**config.mk**
```make
export PLATFORM = sky130hd
export DESIGN_NAME = fault_status_word
export DESIGN_NICKNAME = d
export VERILOG_FILES = /design/src/fault_status_word_pkg.sv /design/src/frame_err_if.sv /design/src/fault_status_word.sv /design/src/frame_error_capture.sv
export VERILOG_INCLUDE_DIRS = /design/src /design/src/src
export SDC_FILE = /design/constraint.sdc
export NUM_CORES = 1
export LEC_CHECK = 0
export ABC_AREA = 1
export BUFFER_PORTS_ARGS = -buffer_cell sky130_fd_sc_hd__buf_4
export CORE_ASPECT_RATIO = 0.8
export CORE_MARGIN = 10
export CORE_UTILIZATION = 30
export CTS_CLUSTER_DIAMETER = 40
export DETAILED_ROUTE_END_ITERATION = 8
export HOLD_SLACK_MARGIN = 0.12
export PLACE_DENSITY = 0.6
export SLEW_MARGIN = 30
export SYNTH_ARGS = -nofsm -noshare
export SYNTH_HDL_FRONTEND = slang
export SYNTH_SLANG_ARGS = --single-unit
```
**constraint.sdc**
```tcl
create_clock -name sys_clk_in -period 1.3 [get_ports sys_clk_in]
set_input_delay 0.195 -clock sys_clk_in [delete_from_list [all_inputs] [get_ports sys_clk_in]]
set_output_delay 0.195 -clock sys_clk_in [all_outputs]
set_load 0.03 [all_outputs]
```
**src/fault_status_word_map.svh**
```systemverilog
// register offsets, field positions, reset values of the primary status word
`ifndef FAULT_STATUS_WORD_MAP_SVH
`define FAULT_STATUS_WORD_MAP_SVH

`define FSW_ADDR          8'h01
`define FSW_BAD_ADDR_MIN  8'hff
`define FSW_RESET         16'h7fc8

`define FSW_REBOOT_BIT    15
`define FSW_SUPPLY_BIT    14
`define FSW_TIMING_BIT    13
`define FSW_LOGIC_BIT     12
`define FSW_OVERCUR_BIT   11
`define FSW_SUMMARY_LSB   11
`define FSW_CHECK_BIT     10
`define FSW_TIMEOUT_BIT   9
`define FSW_EDGE_BIT      8
`define FSW_BADADDR_BIT   7
`define FSW_FRAME_LSB     7
`define FSW_CMD_LSB       3
`define FSW_LOCK_BIT      2
`define FSW_CLOCK_BIT     1
`define FSW_MODE_BIT      0

`define FSW_CMD_RESET     4'h9
`define FSW_FRAME_ERRS    4
`define FSW_SUMMARIES     4

`endif

```
**src/fault_status_word_pkg.sv**
```systemverilog
// types shared by the status word modules
package fault_status_word_pkg;
  typedef logic [15:0] status_word_type;
  typedef logic [7:0]  reg_addr_type;
  typedef logic [3:0]  cmd_resp_type;
  // index 3 check error, 2 timeout, 1 edge count, 0 bad address
  typedef logic [3:0]  frame_err_type;
  typedef logic [3:0]  summary_type;
endpackage

```
**src/frame_err_if.sv**
```systemverilog
// frame events and per-frame error flags passed between top and capture logic
`timescale 1ns/1ps
interface frame_err_if;
  logic                                frame_start;
  logic                                frame_end;
  fault_status_word_pkg::frame_err_type err_evt;
  fault_status_word_pkg::frame_err_type err_n;

  modport src (output frame_start, output frame_end, output err_evt, input err_n);
  modport cap (input frame_start, input frame_end, input err_evt, output err_n);
endinterface

```
**src/fault_status_word.sv**
```systemverilog
// primary status word of the pack monitor: fault summaries, frame errors, response code
`timescale 1ns/1ps
`include "fault_status_word_map.svh"
// Contract
// RULE_01 - reboot bit 15 reads 0 after reset; writing 1 sets it to 1.
// RULE_02 - bit 14 goes low while any unmasked supply fault flag is set.
// RULE_03 - summary bits stick at 0; write 1 restores only once sources clear.
// RULE_04 - bit 13 goes low while any unmasked clock fault flag is set.
// RULE_05 - bit 12 goes low while any unmasked digital fault flag is set.
// RULE_06 - bit 11 goes low while any unmasked overcurrent flag is set.
// RULE_07 - bit 10 reads 0 after a frame with a check error.
// RULE_08 - bit 9 reads 0 after a frame that ended by timeout.
// RULE_09 - bit 8 reads 0 after a frame with wrong clock edge count.
// RULE_10 - bits 10 to 7 return to 1 at every new frame start; a frame end in the same cycle loads the ended frame's errors instead.
// RULE_11 - access to address FFh or above reports bit 7 low next frame.
// RULE_12 - status word sits at address 01h and resets to 7FC8h.
// RULE_13 - bits 6 to 3 show 1001b first, then the previous command's code.
module fault_status_word (
  // clock and reset
  input  wire logic                                sys_clk_in,
  input  wire logic                                sys_rst_in,
  // register access from the frame engine
  input  wire logic                                reg_wr_in,
  input  wire logic                                reg_rd_in,
  input  wire fault_status_word_pkg::reg_addr_type reg_addr_in,
  input  wire fault_status_word_pkg::status_word_type reg_wdata_in,
  output fault_status_word_pkg::status_word_type   rd_data_out,
  output logic                                     rd_valid_out,
  output logic                                     rd_hit_out,
  // frame events from the frame engine
  input  wire logic                                frame_start_in,
  input  wire logic                                frame_end_in,
  input  wire logic                                check_err_in,
  input  wire logic                                timeout_err_in,
  input  wire logic                                edge_count_err_in,
  input  wire fault_status_word_pkg::cmd_resp_type cmd_code_in,
  // device state shown in the low bits
  input  wire logic                                lock_in,
  input  wire logic                                clock_ind_in,
  input  wire logic                                mode_in,
  // unmasked source flags: supply, timing, logic, overcurrent alarm register
  input  wire logic                                supply_any_in,
  input  wire logic                                timing_any_in,
  input  wire logic                                logic_any_in,
  input  wire logic                                overcurrent_any_in,
  // status word for the frame engine to shift out
  output fault_status_word_pkg::status_word_type   status_word_out
);

  // carrier between this block and the per-frame error capture
  frame_err_if fe ();

  // register access state
  logic                                   rd_valid_ff;
  logic                                   nxt_rd_valid;
  logic                                   rd_hit_ff;
  logic                                   nxt_rd_hit;
  fault_status_word_pkg::status_word_type rd_data_ff;
  fault_status_word_pkg::status_word_type nxt_rd_data;
  logic                                   wr_hit;
  logic                                   bad_addr;
  logic                                   addr_hit;

  // sticky bits and captured indications
  logic                                   reboot_seen_n_ff;
  logic                                   nxt_reboot_seen_n;
  fault_status_word_pkg::summary_type     summary_n_ff;
  fault_status_word_pkg::summary_type     nxt_summary_n;
  fault_status_word_pkg::summary_type     source_any;
  fault_status_word_pkg::cmd_resp_type    cmd_resp_ff;
  fault_status_word_pkg::cmd_resp_type    nxt_cmd_resp;
  fault_status_word_pkg::status_word_type word_ff;
  fault_status_word_pkg::status_word_type nxt_word;

  // named views of the summary bits
  logic supply_alarm_summary_n;
  logic timing_alarm_summary_n;
  logic logic_alarm_summary_n;
  logic overcurrent_alarm_summary_n;

  // one address decode shared by the read and the write path
  assign addr_hit = (reg_addr_in == `FSW_ADDR); // RULE_12
  assign wr_hit   = reg_wr_in & addr_hit; // RULE_12
  // the address is eight bits wide, so only FFh is out of range here
  assign bad_addr = (reg_wr_in | reg_rd_in) & (reg_addr_in >= `FSW_BAD_ADDR_MIN); // RULE_11

  // a bad address rides to the capture block as a fourth per-frame error
  assign fe.frame_start = frame_start_in;
  assign fe.frame_end   = frame_end_in;
  assign fe.err_evt     = {check_err_in, timeout_err_in, edge_count_err_in, bad_addr};

  // errors of a frame are held back and shown from its end until the next start
  frame_error_capture u_capture (
    .sys_clk_in (sys_clk_in),
    .sys_rst_in (sys_rst_in),
    .fe         (fe)
  );

  // order matches the summary bit positions 14 down to 11
  assign source_any = {supply_any_in, timing_any_in, logic_any_in, overcurrent_any_in};

  // only bits 15 to 11 are writable; zeros written to them change nothing
  // reboot flag: only a write of 1 lifts it, reset drops it
  always_comb begin
    nxt_reboot_seen_n = reboot_seen_n_ff;
    if (wr_hit && reg_wdata_in[`FSW_REBOOT_BIT]) begin
      nxt_reboot_seen_n = 1'b1; // RULE_01
    end
  end

  always_ff @(posedge sys_clk_in or posedge sys_rst_in) begin
    if (sys_rst_in) begin
      reboot_seen_n_ff <= 1'b0; // RULE_01
    end else begin
      reboot_seen_n_ff <= nxt_reboot_seen_n;
    end
  end

  // summaries: an active source wins over a write of 1 in the same cycle
  // a source still high keeps its bit low however often the host writes
  genvar s;
  generate
    for (s = 0; s < `FSW_SUMMARIES; s = s + 1) begin : g_sum
      always_comb begin
        nxt_summary_n[s] = summary_n_ff[s];
        if (source_any[s]) begin
          nxt_summary_n[s] = 1'b0; // RULE_02 RULE_04 RULE_05 RULE_06
        end else if (wr_hit && reg_wdata_in[`FSW_SUMMARY_LSB + s]) begin
          nxt_summary_n[s] = 1'b1; // RULE_03
        end
      end
    end
  endgenerate

  always_ff @(posedge sys_clk_in or posedge sys_rst_in) begin
    if (sys_rst_in) begin
      summary_n_ff <= 4'hf;
    end else begin
      summary_n_ff <= nxt_summary_n;
    end
  end

  assign supply_alarm_summary_n      = summary_n_ff[3];
  assign timing_alarm_summary_n      = summary_n_ff[2];
  assign logic_alarm_summary_n       = summary_n_ff[1];
  assign overcurrent_alarm_summary_n = summary_n_ff[0];

  // response code of the frame just ended is what the next frame reports
  // until the first frame after reset ends, the reset code stays in place
  always_comb begin
    nxt_cmd_resp = cmd_resp_ff;
    if (frame_end_in) begin
      nxt_cmd_resp = cmd_code_in; // RULE_13
    end
  end

  always_ff @(posedge sys_clk_in or posedge sys_rst_in) begin
    if (sys_rst_in) begin
      cmd_resp_ff <= `FSW_CMD_RESET; // RULE_13
    end else begin
      cmd_resp_ff <= nxt_cmd_resp;
    end
  end

  // assembled word is registered, so it trails its fields by one cycle
  always_comb begin
    // each field placed by its own position, so one field cannot shift its neighbours
    nxt_word                                  = 16'h0000;
    nxt_word[`FSW_REBOOT_BIT]                 = reboot_seen_n_ff; // RULE_01
    nxt_word[`FSW_SUPPLY_BIT]                 = supply_alarm_summary_n; // RULE_02
    nxt_word[`FSW_TIMING_BIT]                 = timing_alarm_summary_n; // RULE_04
    nxt_word[`FSW_LOGIC_BIT]                  = logic_alarm_summary_n; // RULE_05
    nxt_word[`FSW_OVERCUR_BIT]                = overcurrent_alarm_summary_n; // RULE_06
    nxt_word[`FSW_CHECK_BIT:`FSW_FRAME_LSB]   = fe.err_n; // RULE_10
    nxt_word[`FSW_CMD_LSB +: 4]               = cmd_resp_ff; // RULE_13
    nxt_word[`FSW_LOCK_BIT]                   = lock_in;
    nxt_word[`FSW_CLOCK_BIT]                  = clock_ind_in;
    nxt_word[`FSW_MODE_BIT]                   = mode_in;
  end

  always_ff @(posedge sys_clk_in or posedge sys_rst_in) begin
    if (sys_rst_in) begin
      word_ff <= `FSW_RESET; // RULE_12
    end else begin
      word_ff <= nxt_word;
    end
  end

  // read answer one cycle after the strobe; other addresses answer zero and no hit
  // a read of FFh answers zero here and is flagged for the frame as well
  always_comb begin
    nxt_rd_valid = reg_rd_in;
    nxt_rd_hit   = 1'b0;
    nxt_rd_data  = rd_data_ff;
    if (reg_rd_in) begin
      if (addr_hit) begin
        nxt_rd_hit  = 1'b1; // RULE_12
        nxt_rd_data = word_ff;
      end else begin
        nxt_rd_data = 16'h0000;
      end
    end
  end

  always_ff @(posedge sys_clk_in or posedge sys_rst_in) begin
    if (sys_rst_in) begin
      rd_valid_ff <= 1'b0;
      rd_hit_ff   <= 1'b0;
      rd_data_ff  <= 16'h0000;
    end else begin
      rd_valid_ff <= nxt_rd_valid;
      rd_hit_ff   <= nxt_rd_hit;
      rd_data_ff  <= nxt_rd_data;
    end
  end

  // outputs come straight from the registers, nothing after them
  assign rd_valid_out    = rd_valid_ff;
  assign rd_hit_out      = rd_hit_ff;
  assign rd_data_out     = rd_data_ff;
  assign status_word_out = word_ff;

endmodule // fault_status_word

```
**src/frame_error_capture.sv**
```systemverilog
// per-frame error capture: collects errors in a frame, shows them in the next
`timescale 1ns/1ps
`include "fault_status_word_map.svh"
module frame_error_capture (
  // clock and reset
  input  wire logic  sys_clk_in,
  input  wire logic  sys_rst_in,
  // frame events and flags
  frame_err_if.cap   fe
);

  fault_status_word_pkg::frame_err_type pend_n_ff;
  fault_status_word_pkg::frame_err_type nxt_pend_n;
  fault_status_word_pkg::frame_err_type shown_n_ff;
  fault_status_word_pkg::frame_err_type nxt_shown_n;

  genvar i;
  generate
    for (i = 0; i < `FSW_FRAME_ERRS; i = i + 1) begin : g_bit
      // an error in the same cycle as a frame end still counts for the ending frame
      always_comb begin
        nxt_pend_n[i]  = pend_n_ff[i];
        nxt_shown_n[i] = shown_n_ff[i];
        if (fe.frame_start) begin
          nxt_pend_n[i]  = 1'b1; // RULE_10
          nxt_shown_n[i] = 1'b1; // RULE_10
        end
        if (fe.err_evt[i]) begin
          nxt_pend_n[i] = 1'b0;
        end
        if (fe.frame_end) begin
          nxt_shown_n[i] = pend_n_ff[i] & ~fe.err_evt[i]; // RULE_07 RULE_08 RULE_09 RULE_11
          nxt_pend_n[i]  = 1'b1;
        end
      end
    end
  endgenerate

  always_ff @(posedge sys_clk_in or posedge sys_rst_in) begin
    if (sys_rst_in) begin
      pend_n_ff  <= 4'hf;
      shown_n_ff <= 4'hf;
    end else begin
      pend_n_ff  <= nxt_pend_n;
      shown_n_ff <= nxt_shown_n;
    end
  end

  assign fe.err_n = shown_n_ff;

endmodule // frame_error_capture
```
# ---- Word level (Yosys, flattened, before mapping)
# Index checks and enable logic that the tools add are counted.
dict set report word_totals {
  regBits 51
  inputBits 44
  out_inout_bits 34
  wordCells 66
}
dict set report op_classes {
  n_lt_le_gt_ge 1
  eq_ne 1
  muxes 24
  bitwise 11
  n_reduce_logical 14
}
# op n
set op_table {}
lappend op_table {{two-way mux 1 bit} 23}
lappend op_table {{two-way mux 16 bit} 1}
lappend op_table {{nonzero test 3 bit} 4}
lappend op_table {{nonzero test 2 bit} 5}
lappend op_table {{== test 8 x 1 -> 1 bit (second input constant)} 1}
lappend op_table {{greater-or-equal comparator 8 bit (second input constant)} 1}
lappend op_table {{bitwise AND 1 bit} 6}
lappend op_table {{logical AND 1 bit} 5}
lappend op_table {{NOT 1 bit} 4}
lappend op_table {{bitwise OR 1 bit} 1}

# ---- Longest topological paths before layout
# Gate-level depths: netlist (run 1).
dict set report depth {
  word_depth 5
  mapped_depth 9
  depth_no_buf 8
}

# ---- Cells and area by module
# From an unflattened synthesis (run 1), not the netlist that was laid out.
dict set report hier_totals {
  cells_unflattened 175
  area_unflattened_um2 1859.3
}
# module instances cells_per_inst area_each_um2 seq_area_each_um2
set modules_own_cells {}
lappend modules_own_cells {fault_status_word 1 128 1482.7 1096.1}
lappend modules_own_cells {frame_error_capture 1 47 376.6 210.2}

# ---- Worst setup path before layout (run 1)
# Ideal clock, no wire load.
dict set report synth_path {
  path_kind {input to register}
  from {input reg_addr_in[7]}
  to {register rd_data_ff[15], in the netlist rd_data_out[15]}
  setup_time_ns 0.065
  arrival_time_ns 0.898
  required_ns 1.235
  slack_ns 0.336
  path_stages 8
  n_path_buf 1
  cell_sequence {nor2_1 -> nand2_1 -> nor2_4 -> nand2_4 -> inv_6 -> buf_12 -> nand2_2 -> nand2_2}
}
dict set report synth_between {
  elab_chain_len 2
}
# item line_no
set synth_lines {}
lappend synth_lines {{from (decl)} fault_status_word.sv:25} ;# input wire fault_status_word_pkg::reg_addr_type reg_addr_in,
lappend synth_lines {{== test 8 x 1 -> 1 bit (no source line)} n/a}
lappend synth_lines {{two-way mux 16 bit} fault_status_word.sv:196} ;# if (addr_hit) begin
lappend synth_lines {{to (signal assigned)} fault_status_word.sv:213} ;# rd_data_ff <= nxt_rd_data;
lappend synth_lines {{to (decl)} fault_status_word.sv:58} ;# fault_status_word_pkg::status_word_type rd_data_ff;
# Every way passes these cells.
# A chain may end at the register's enable or synchronous reset.

# ---- Final worst setup path (run 1)
dict set report layout_path {
  from {input reg_rd_in}
  to {register u_capture.shown_n_ff[0], in the netlist u_capture.fe.err_n[0]}
}
dict set report layout_between {
  elab_chain_len 5
}
# item line_no
set layout_lines {}
lappend layout_lines {{from (decl)} fault_status_word.sv:24} ;# input wire logic reg_rd_in,
lappend layout_lines {{bitwise OR 1 bit} fault_status_word.sv:85} ;# assign bad_addr = (reg_wr_in | reg_rd_in) & (reg_addr_in >= `FSW_BAD_ADDR_MIN);
lappend layout_lines {{bitwise AND 1 bit} fault_status_word.sv:85}
lappend layout_lines {{NOT 1 bit} frame_error_capture.sv:32} ;# nxt_shown_n[i] = pend_n_ff[i] & ~fe.err_evt[i];
lappend layout_lines {{bitwise AND 1 bit} frame_error_capture.sv:32}
lappend layout_lines {{two-way mux 1 bit} frame_error_capture.sv:31} ;# if (fe.frame_end) begin
lappend layout_lines {{to (signal assigned)} frame_error_capture.sv:45} ;# shown_n_ff <= nxt_shown_n;
lappend layout_lines {{to (decl)} frame_error_capture.sv:14} ;# fault_status_word_pkg::frame_err_type shown_n_ff;
# Every way passes these cells.

==> results of run 1 <==
synth_stat cells:
library cell / n / area share (%)
nand2_1: 51 / 10
dfrtp_1: 27 / 36
dfstp_2: 24 / 34
nand2_2: 18 / 6.0
inv_1: 16 / 3.2
nor2_1: 8 / 1.6
o21ai_0: 7 / 1.9
nand3_1: 6 / 1.6
a21oi_1: 5 / 1.3
a22oi_1: 3 / 1.2
buf_12: 1 / 1.1
buf_2: 1 / 0.27
clkbuf_1: 1 / 0.20
inv_6: 1 / 0.47
nand2_4: 1 / 0.60
nor2_4: 1 / 0.60
or2_2: 1 / 0.33
stage by stage:
step	worst slack [ns]	hold slack (ns)	total power, mW	cells	utilization [%]
global route	0.0147	0.133	3.11	345	46.2
floorplan	0.336	0.224	1.85	172	-
global placement	0.180	0.290	2.02	318	41.3
CTS	0.0191	0.120	3.00	345	46.0
detailed placement	0.136	0.290	2.02	318	41.3
finish	0.0611	0.131	2.94	345	46.2
worst max-delay path by stage:
stage                         startpoint                     to  slack, ns  depth (start not counted)
after floorplan           reg_addr_in[7]        rd_data_out[15]       0.34                          8
after CTS                      reg_rd_in         rd_data_out[3]       0.02                          5
after global routing           reg_rd_in  u_capture.fe.err_n[0]       0.01                          6
after global placement    reg_addr_in[7]         rd_data_out[2]       0.18                          8
after detailed placement  reg_addr_in[7]         rd_data_out[3]       0.14                          8
final                          reg_rd_in  u_capture.fe.err_n[0]       0.06                          6
state kept, by name, indices dropped and copies added, names as in the netlist:
signal               count
u_capture.pend_n_ff      4
rd_data_out             16
rd_valid_out             1
u_capture.fe.err_n       4
rd_hit_out               1
cmd_resp_ff              4
status_word_out         16
reboot_seen_n_ff         1
summary_n_ff             4
kinds of logic (layout without fill, tap and decap cells):
kind of cell / Yosys count / after routing / share of synthesized area, %
and+or+nand+nor: 86 / 86 / 20.9
DFF: 51 / 51 / 69.5
buffers and inverters: 20 / 112 / 5.19
AOI/OAI and AO/OA: 15 / 15 / 4.39
what timing repair did:
| action | CTS | global route |
|---|---|---|
| setup endpoints to repair | 0 | 17 |
| resized for setup | 0 | 3 |
| hold buffers | 19 | 0 |
| endpoints found under the hold margin | 43 | 0 |
report_power, final:
| part | internal (mW) | leakage (nW) | switching [mW] |
|---|---|---|---|
| clock | 0.430 | 0.0482 | 0.478 |
| sequential | 1.67 | 0.601 | 0.0314 |
| combinational | 0.162 | 0.724 | 0.174 |
cell type report:
cell class                 instances  area (µm²)  area share, %
timing repair buffer              87         713           25.7
clock inverter                     1        5.00          0.181
multi-input combinational        101         484           17.5
sequential                        51        1310           47.1
inverter                          17        76.3           2.75
tap                               81         101           3.66
clock buffer                       7        86.3           3.11
routing by layer:
metal	share of wire, %	vias to the layer above
li1	-	708
met1	44	632
met2	47	36
met3	6.8	7
met4	1.5	0
met5	0	-
critical path: cells and delay by family:
family                 cells  cell delay [ns]
AO/OA/AOI/OAI              1             0.11
AND/OR/NAND/NOR            3             0.47
buffers and inverters      2             0.70
==> metrics.txt, run 1 <==
First-pass DRT Iterations 4; #FFs+latches synth around 50; number of synthesis warnings 0; first-pass GRT wire length between 7000 and 8000 µm; # port buffers between 60 and 70; Inserted Clock Buffers 5; max-cap viol count 0; Worst setup SP type input pin; unrepaired setup endpoints after global routing false; syn avg cell area about 11 µm²; Sink Count 51; FF-to-FF Start u_capture.pend_n_ff[3]; final setup vio count 0; HP Start frame_start_in; Net Count, Synth around 220; Max Clock Skew between 0.004 and 0.005 ns; routed via count roughly 1400; maximum vdd drop 0.438 mV; Hold Path Stages 3; met1 usage around 11%; Die W ~110 µm; Routed WL 4410 µm; via/cell ratio about 4.0; gr busiest metal met2; GRT overflow 0; gpl congestion 0.679; fin crit period around 1.2 ns; highest clock rate a little over 800 MHz; status complete, no violations; post-synthesis sequential area ratio a little over two thirds; Crit Path Max Fanout 4; Pwr per Cell Area 1060 nW/µm²; Syn Std Cell Area ~1900 µm²; slowest CP cell dlygate4sd3_1; largest net degree at the start of global routing 52; Fillers around 600; Data required, critical path ~1.5 ns; critical-path cell list dlygate4sd3_1, buf_4, or2_2, nand3_2, nand2_1, a21oi_2; layout cells sized above 1 between 40 and 50%; clk root buf clkbuf_8; R2R depth 4; Relative slew margins around 80%; placed inst area about 2500 µm²; commonest non-fill, non-tap cell in the layout buf_4; Pleak 1.37 nW; Clock transition at path regs 0.08 ns; Setup crit end kind register; most frequent cells in the layout buf_4 (67), nand2_1 (51), dfrtp_1 (27); Rows 25; setup_tns 0 ns; design area roughly 2800 µm²; final period utilization approximately 95%; I/O pin count about 80; CP arrival between 1 and 1.5 ns; max incr delay on CP 0.54 ns; Hold EP u_capture.pend_n_ff[0]; worst skew pair latency about 0.29 ns; worst-margin pin slew between 0.2 and 0.3 ns; Initial Utilization 31.3%; GR Util met3 3.28%; Iter 0 DRT Violations 40; detailed placer's ending HPWL about 3300 µm; Hold Crit Class input pin to register; die height 90.8 µm; Clock Path Buffers 2; Placeable Area ~6000 µm²; number of global-route vias before repair about 1500; GR Util met2 between 10 and 15%; drt drc 0; die area 9850 µm²; ant diodes 0; nets around 310; ANT nets after route 0; Area Growth Syn to Fin 47.5%; Post-CTS Setup Bufs 0; initial antenna violation count 0; final hold vios 0; R2R setup slack 0.34 ns; reg2reg end u_capture.fe.err_n[3]; number of library cell types mapped by synthesis 17; gr usage total roughly a tenth; CTS tree built; H-tree depth 2; Mapped Cells 172; Setup CP Type input pin to register; Slew Limit Fails 0; wire per inst approximately 13 µm
Power figures use the tool's default switching activity.
==> run 2: changes to the inputs <==
ABC_AREA = not set   (was 1)
==> metrics.txt, run 2 <==
die height ~90 µm; reg2reg end u_capture.fe.err_n[0]; wire per inst approximately 16 µm; Clock Path Buffers 2; worst-margin pin slew 0.471 ns; Most used DFF post-synth dfrtp_1; drt drc 0; Mapped Cells around 130; Worst setup SP type register; Rows 25; top-area cell type share of the netlist area between 30% and 40%; post-synthesis async set-or-reset flop share between 90% and 100%; cell taking the most area after synthesis dfrtp_1; nets between 200 and 300; Cells after DPL 280; via/cell ratio 4.43; First-pass DRT Iterations 4; Hold EP cmd_resp_ff[3]; layout cells sized above 1 55.5%; ant diodes 0; unrepaired setup endpoints after global routing false; Relative slew margins 68.5%; Hold Crit Class input pin to register; #FFs+latches synth 51; Area Growth Syn to Fin 46.6%; pre-CTS setup slack just over 0.09 ns; syn avg cell area 14.3 µm²; max incr delay on CP around 0.55 ns; H-tree depth 2; largest cells by area after synthesis dfrtp_1 (35%), dfstp_2 (33%), o2bb2ai_2 (6.3%), nand2_1 (3.7%), o2bb2ai_1 (3.2%); ANT nets after route 0; final hold vios 0; Sink Count 51; worst skew pair latency roughly 0.3 ns; Iter 0 DRT Violations 37; post-synthesis sequential area ratio roughly 70%; gpl congestion around 0.70; final period utilization between 90 and 100%; Net Count, Synth 177; Initial Utilization between 30% and 40%; gr usage total 9.84%; Hold Path Stages 2; critical-path cell list buf_4; first-pass GRT wire length between 7000 and 8000 µm; Post-synth top cells dfrtp_1 (27), dfstp_2 (24), nand2_1 (19); die area 9970 µm²; Post-synth EDFFs 0; fin crit period around 1.2 ns; GRT overflow 0; HP Start cmd_code_in[3]; most frequent cells in the layout buf_4 (71), dfrtp_1 (27), dfstp_2 (24); CTS tree built; Max Clock Skew 0.00767 ns; Inserted Clock Buffers 5; Pwr per Cell Area 1150 nW/µm²; largest net degree at the start of global routing 20; initial antenna violation count 0; detailed placer's ending HPWL between 3000 and 4000 µm; number of synthesis warnings 0; Clock transition at path regs ~0.090 ns; most frequent cell after synthesis dfrtp_1; Die W 109 µm; CP bufs+invs 1; Finished Layout Cells 301; Setup CP Type register to primary output; Slew Limit Fails 0; Final WS setup about 0.1 ns; R2R depth 2; top cell family by delay on the critical path flip-flops; maximum vdd drop about 0.42 mV; slowest CP cell dfstp_2; number of library cell types mapped by synthesis 26; highest clock rate approximately 830 MHz; final setup vio count 0; commonest non-fill, non-tap cell in the layout buf_4; I/O pin count between 70 and 80; clk root buf clkbuf_8; max-cap viol count 0; status complete, no violations; Setup crit end kind primary output; Syn Std Cell Area 1910 µm²; CP arrival 1.01 ns; R2R setup slack 0.49 ns; setup_tns 0 ns; routed via count 1332; # port buffers 66; crit path from status_word_out[13]; Data required, critical path between 1 and 1.5 ns; Placeable Area 6040 µm²; Routed WL 4780 µm; number of global-route vias before repair about 1400; FF-to-FF Start u_capture.pend_n_ff[0]; Pleak between 1 and 1.5 nW; Crit Path Max Fanout 2
run 2: cell types whose count changed in the layout (fill, tap and decap cells not counted), sizes merged, moves of 3 or more:
cell	before	now
mux2	0	4
o21bai	0	3
o2bb2ai	0	16
a22oi	3	0
buf	68	73
o21ai	7	0
o22ai	0	3
nand3	6	0
nor2	9	13
nand2	70	20
a21oi	5	1
inv	15	0
a41oi	0	4
dlygate4sd3	19	13
run 2: how the worst max path moves through the flow:
stage	end	cells after the start
after floorplan	rd_data_out[3]	4
after global placement	rd_data_out[1]	4
after detailed placement	rd_data_out[14]	4
after CTS	status_word_out[12]	1
after global routing	status_word_out[12]	1
final	status_word_out[13]	1
run 2: power by group:
| part | total [mW] | switching (mW) | internal, mW |
|---|---|---|---|
| sequential | 1.70 | 0.0307 | 1.67 |
| combinational | 0.386 | 0.206 | 0.180 |
| clock | 1.13 | 0.505 | 0.623 |
run 2: through the flow:
stage	hold WS [ns]	total power [mW]	instance area [µm²]	utilization (%)
finish	0.132	3.22	2800	46.3
global route	0.123	3.37	2800	46.3
CTS	0.123	3.26	2780	46.0
detailed placement	0.242	2.10	2550	42.2
global placement	0.242	2.09	2550	42.2
floorplan	0.226	1.90	1910	-
run 2: cell families (layout without fill, tap and decap cells):
| group | Yosys count | in the layout | synth area share, % |
|---|---|---|---|
| DFF | 51 | 51 | 68.5 |
| and+or+nand+nor | 40 | 40 | 10.8 |
| AOI/OAI and AO/OA | 29 | 29 | 16.1 |
| buffers and inverters | 9 | 96 | 2.29 |
| muxes | 4 | 4 | 2.36 |
run 2: what timing repair did:
item                                   in CTS  in global routing
setup endpoints to repair                   0                  0
setup buffers                               0                  0
endpoints found under the hold margin      21                  2
hold buffers                               11                  2
gates resized for setup                     0                  0
run 2: layout make-up:
class,instances,area [µm²]
Clock buffer,6,82.6
Timing Repair Buffer,86,703
Inverter,2,11.3
Tap cell,81,101
Fill cell,542,3240
Sequential cell,51,1310
Multi-Input combinational cell,73,558
Clock inverter,2,35.0
run 2: metal layers:
layer / up-vias / GRT usage, % / wire length (µm)
li1: 647 / - / -
met1: 643 / 13.0 / 2150
met2: 38 / 14.8 / 2240
met3: 4 / 2.82 / 324
met4: 0 / 3.62 / 64
met5: - / 0 / 0
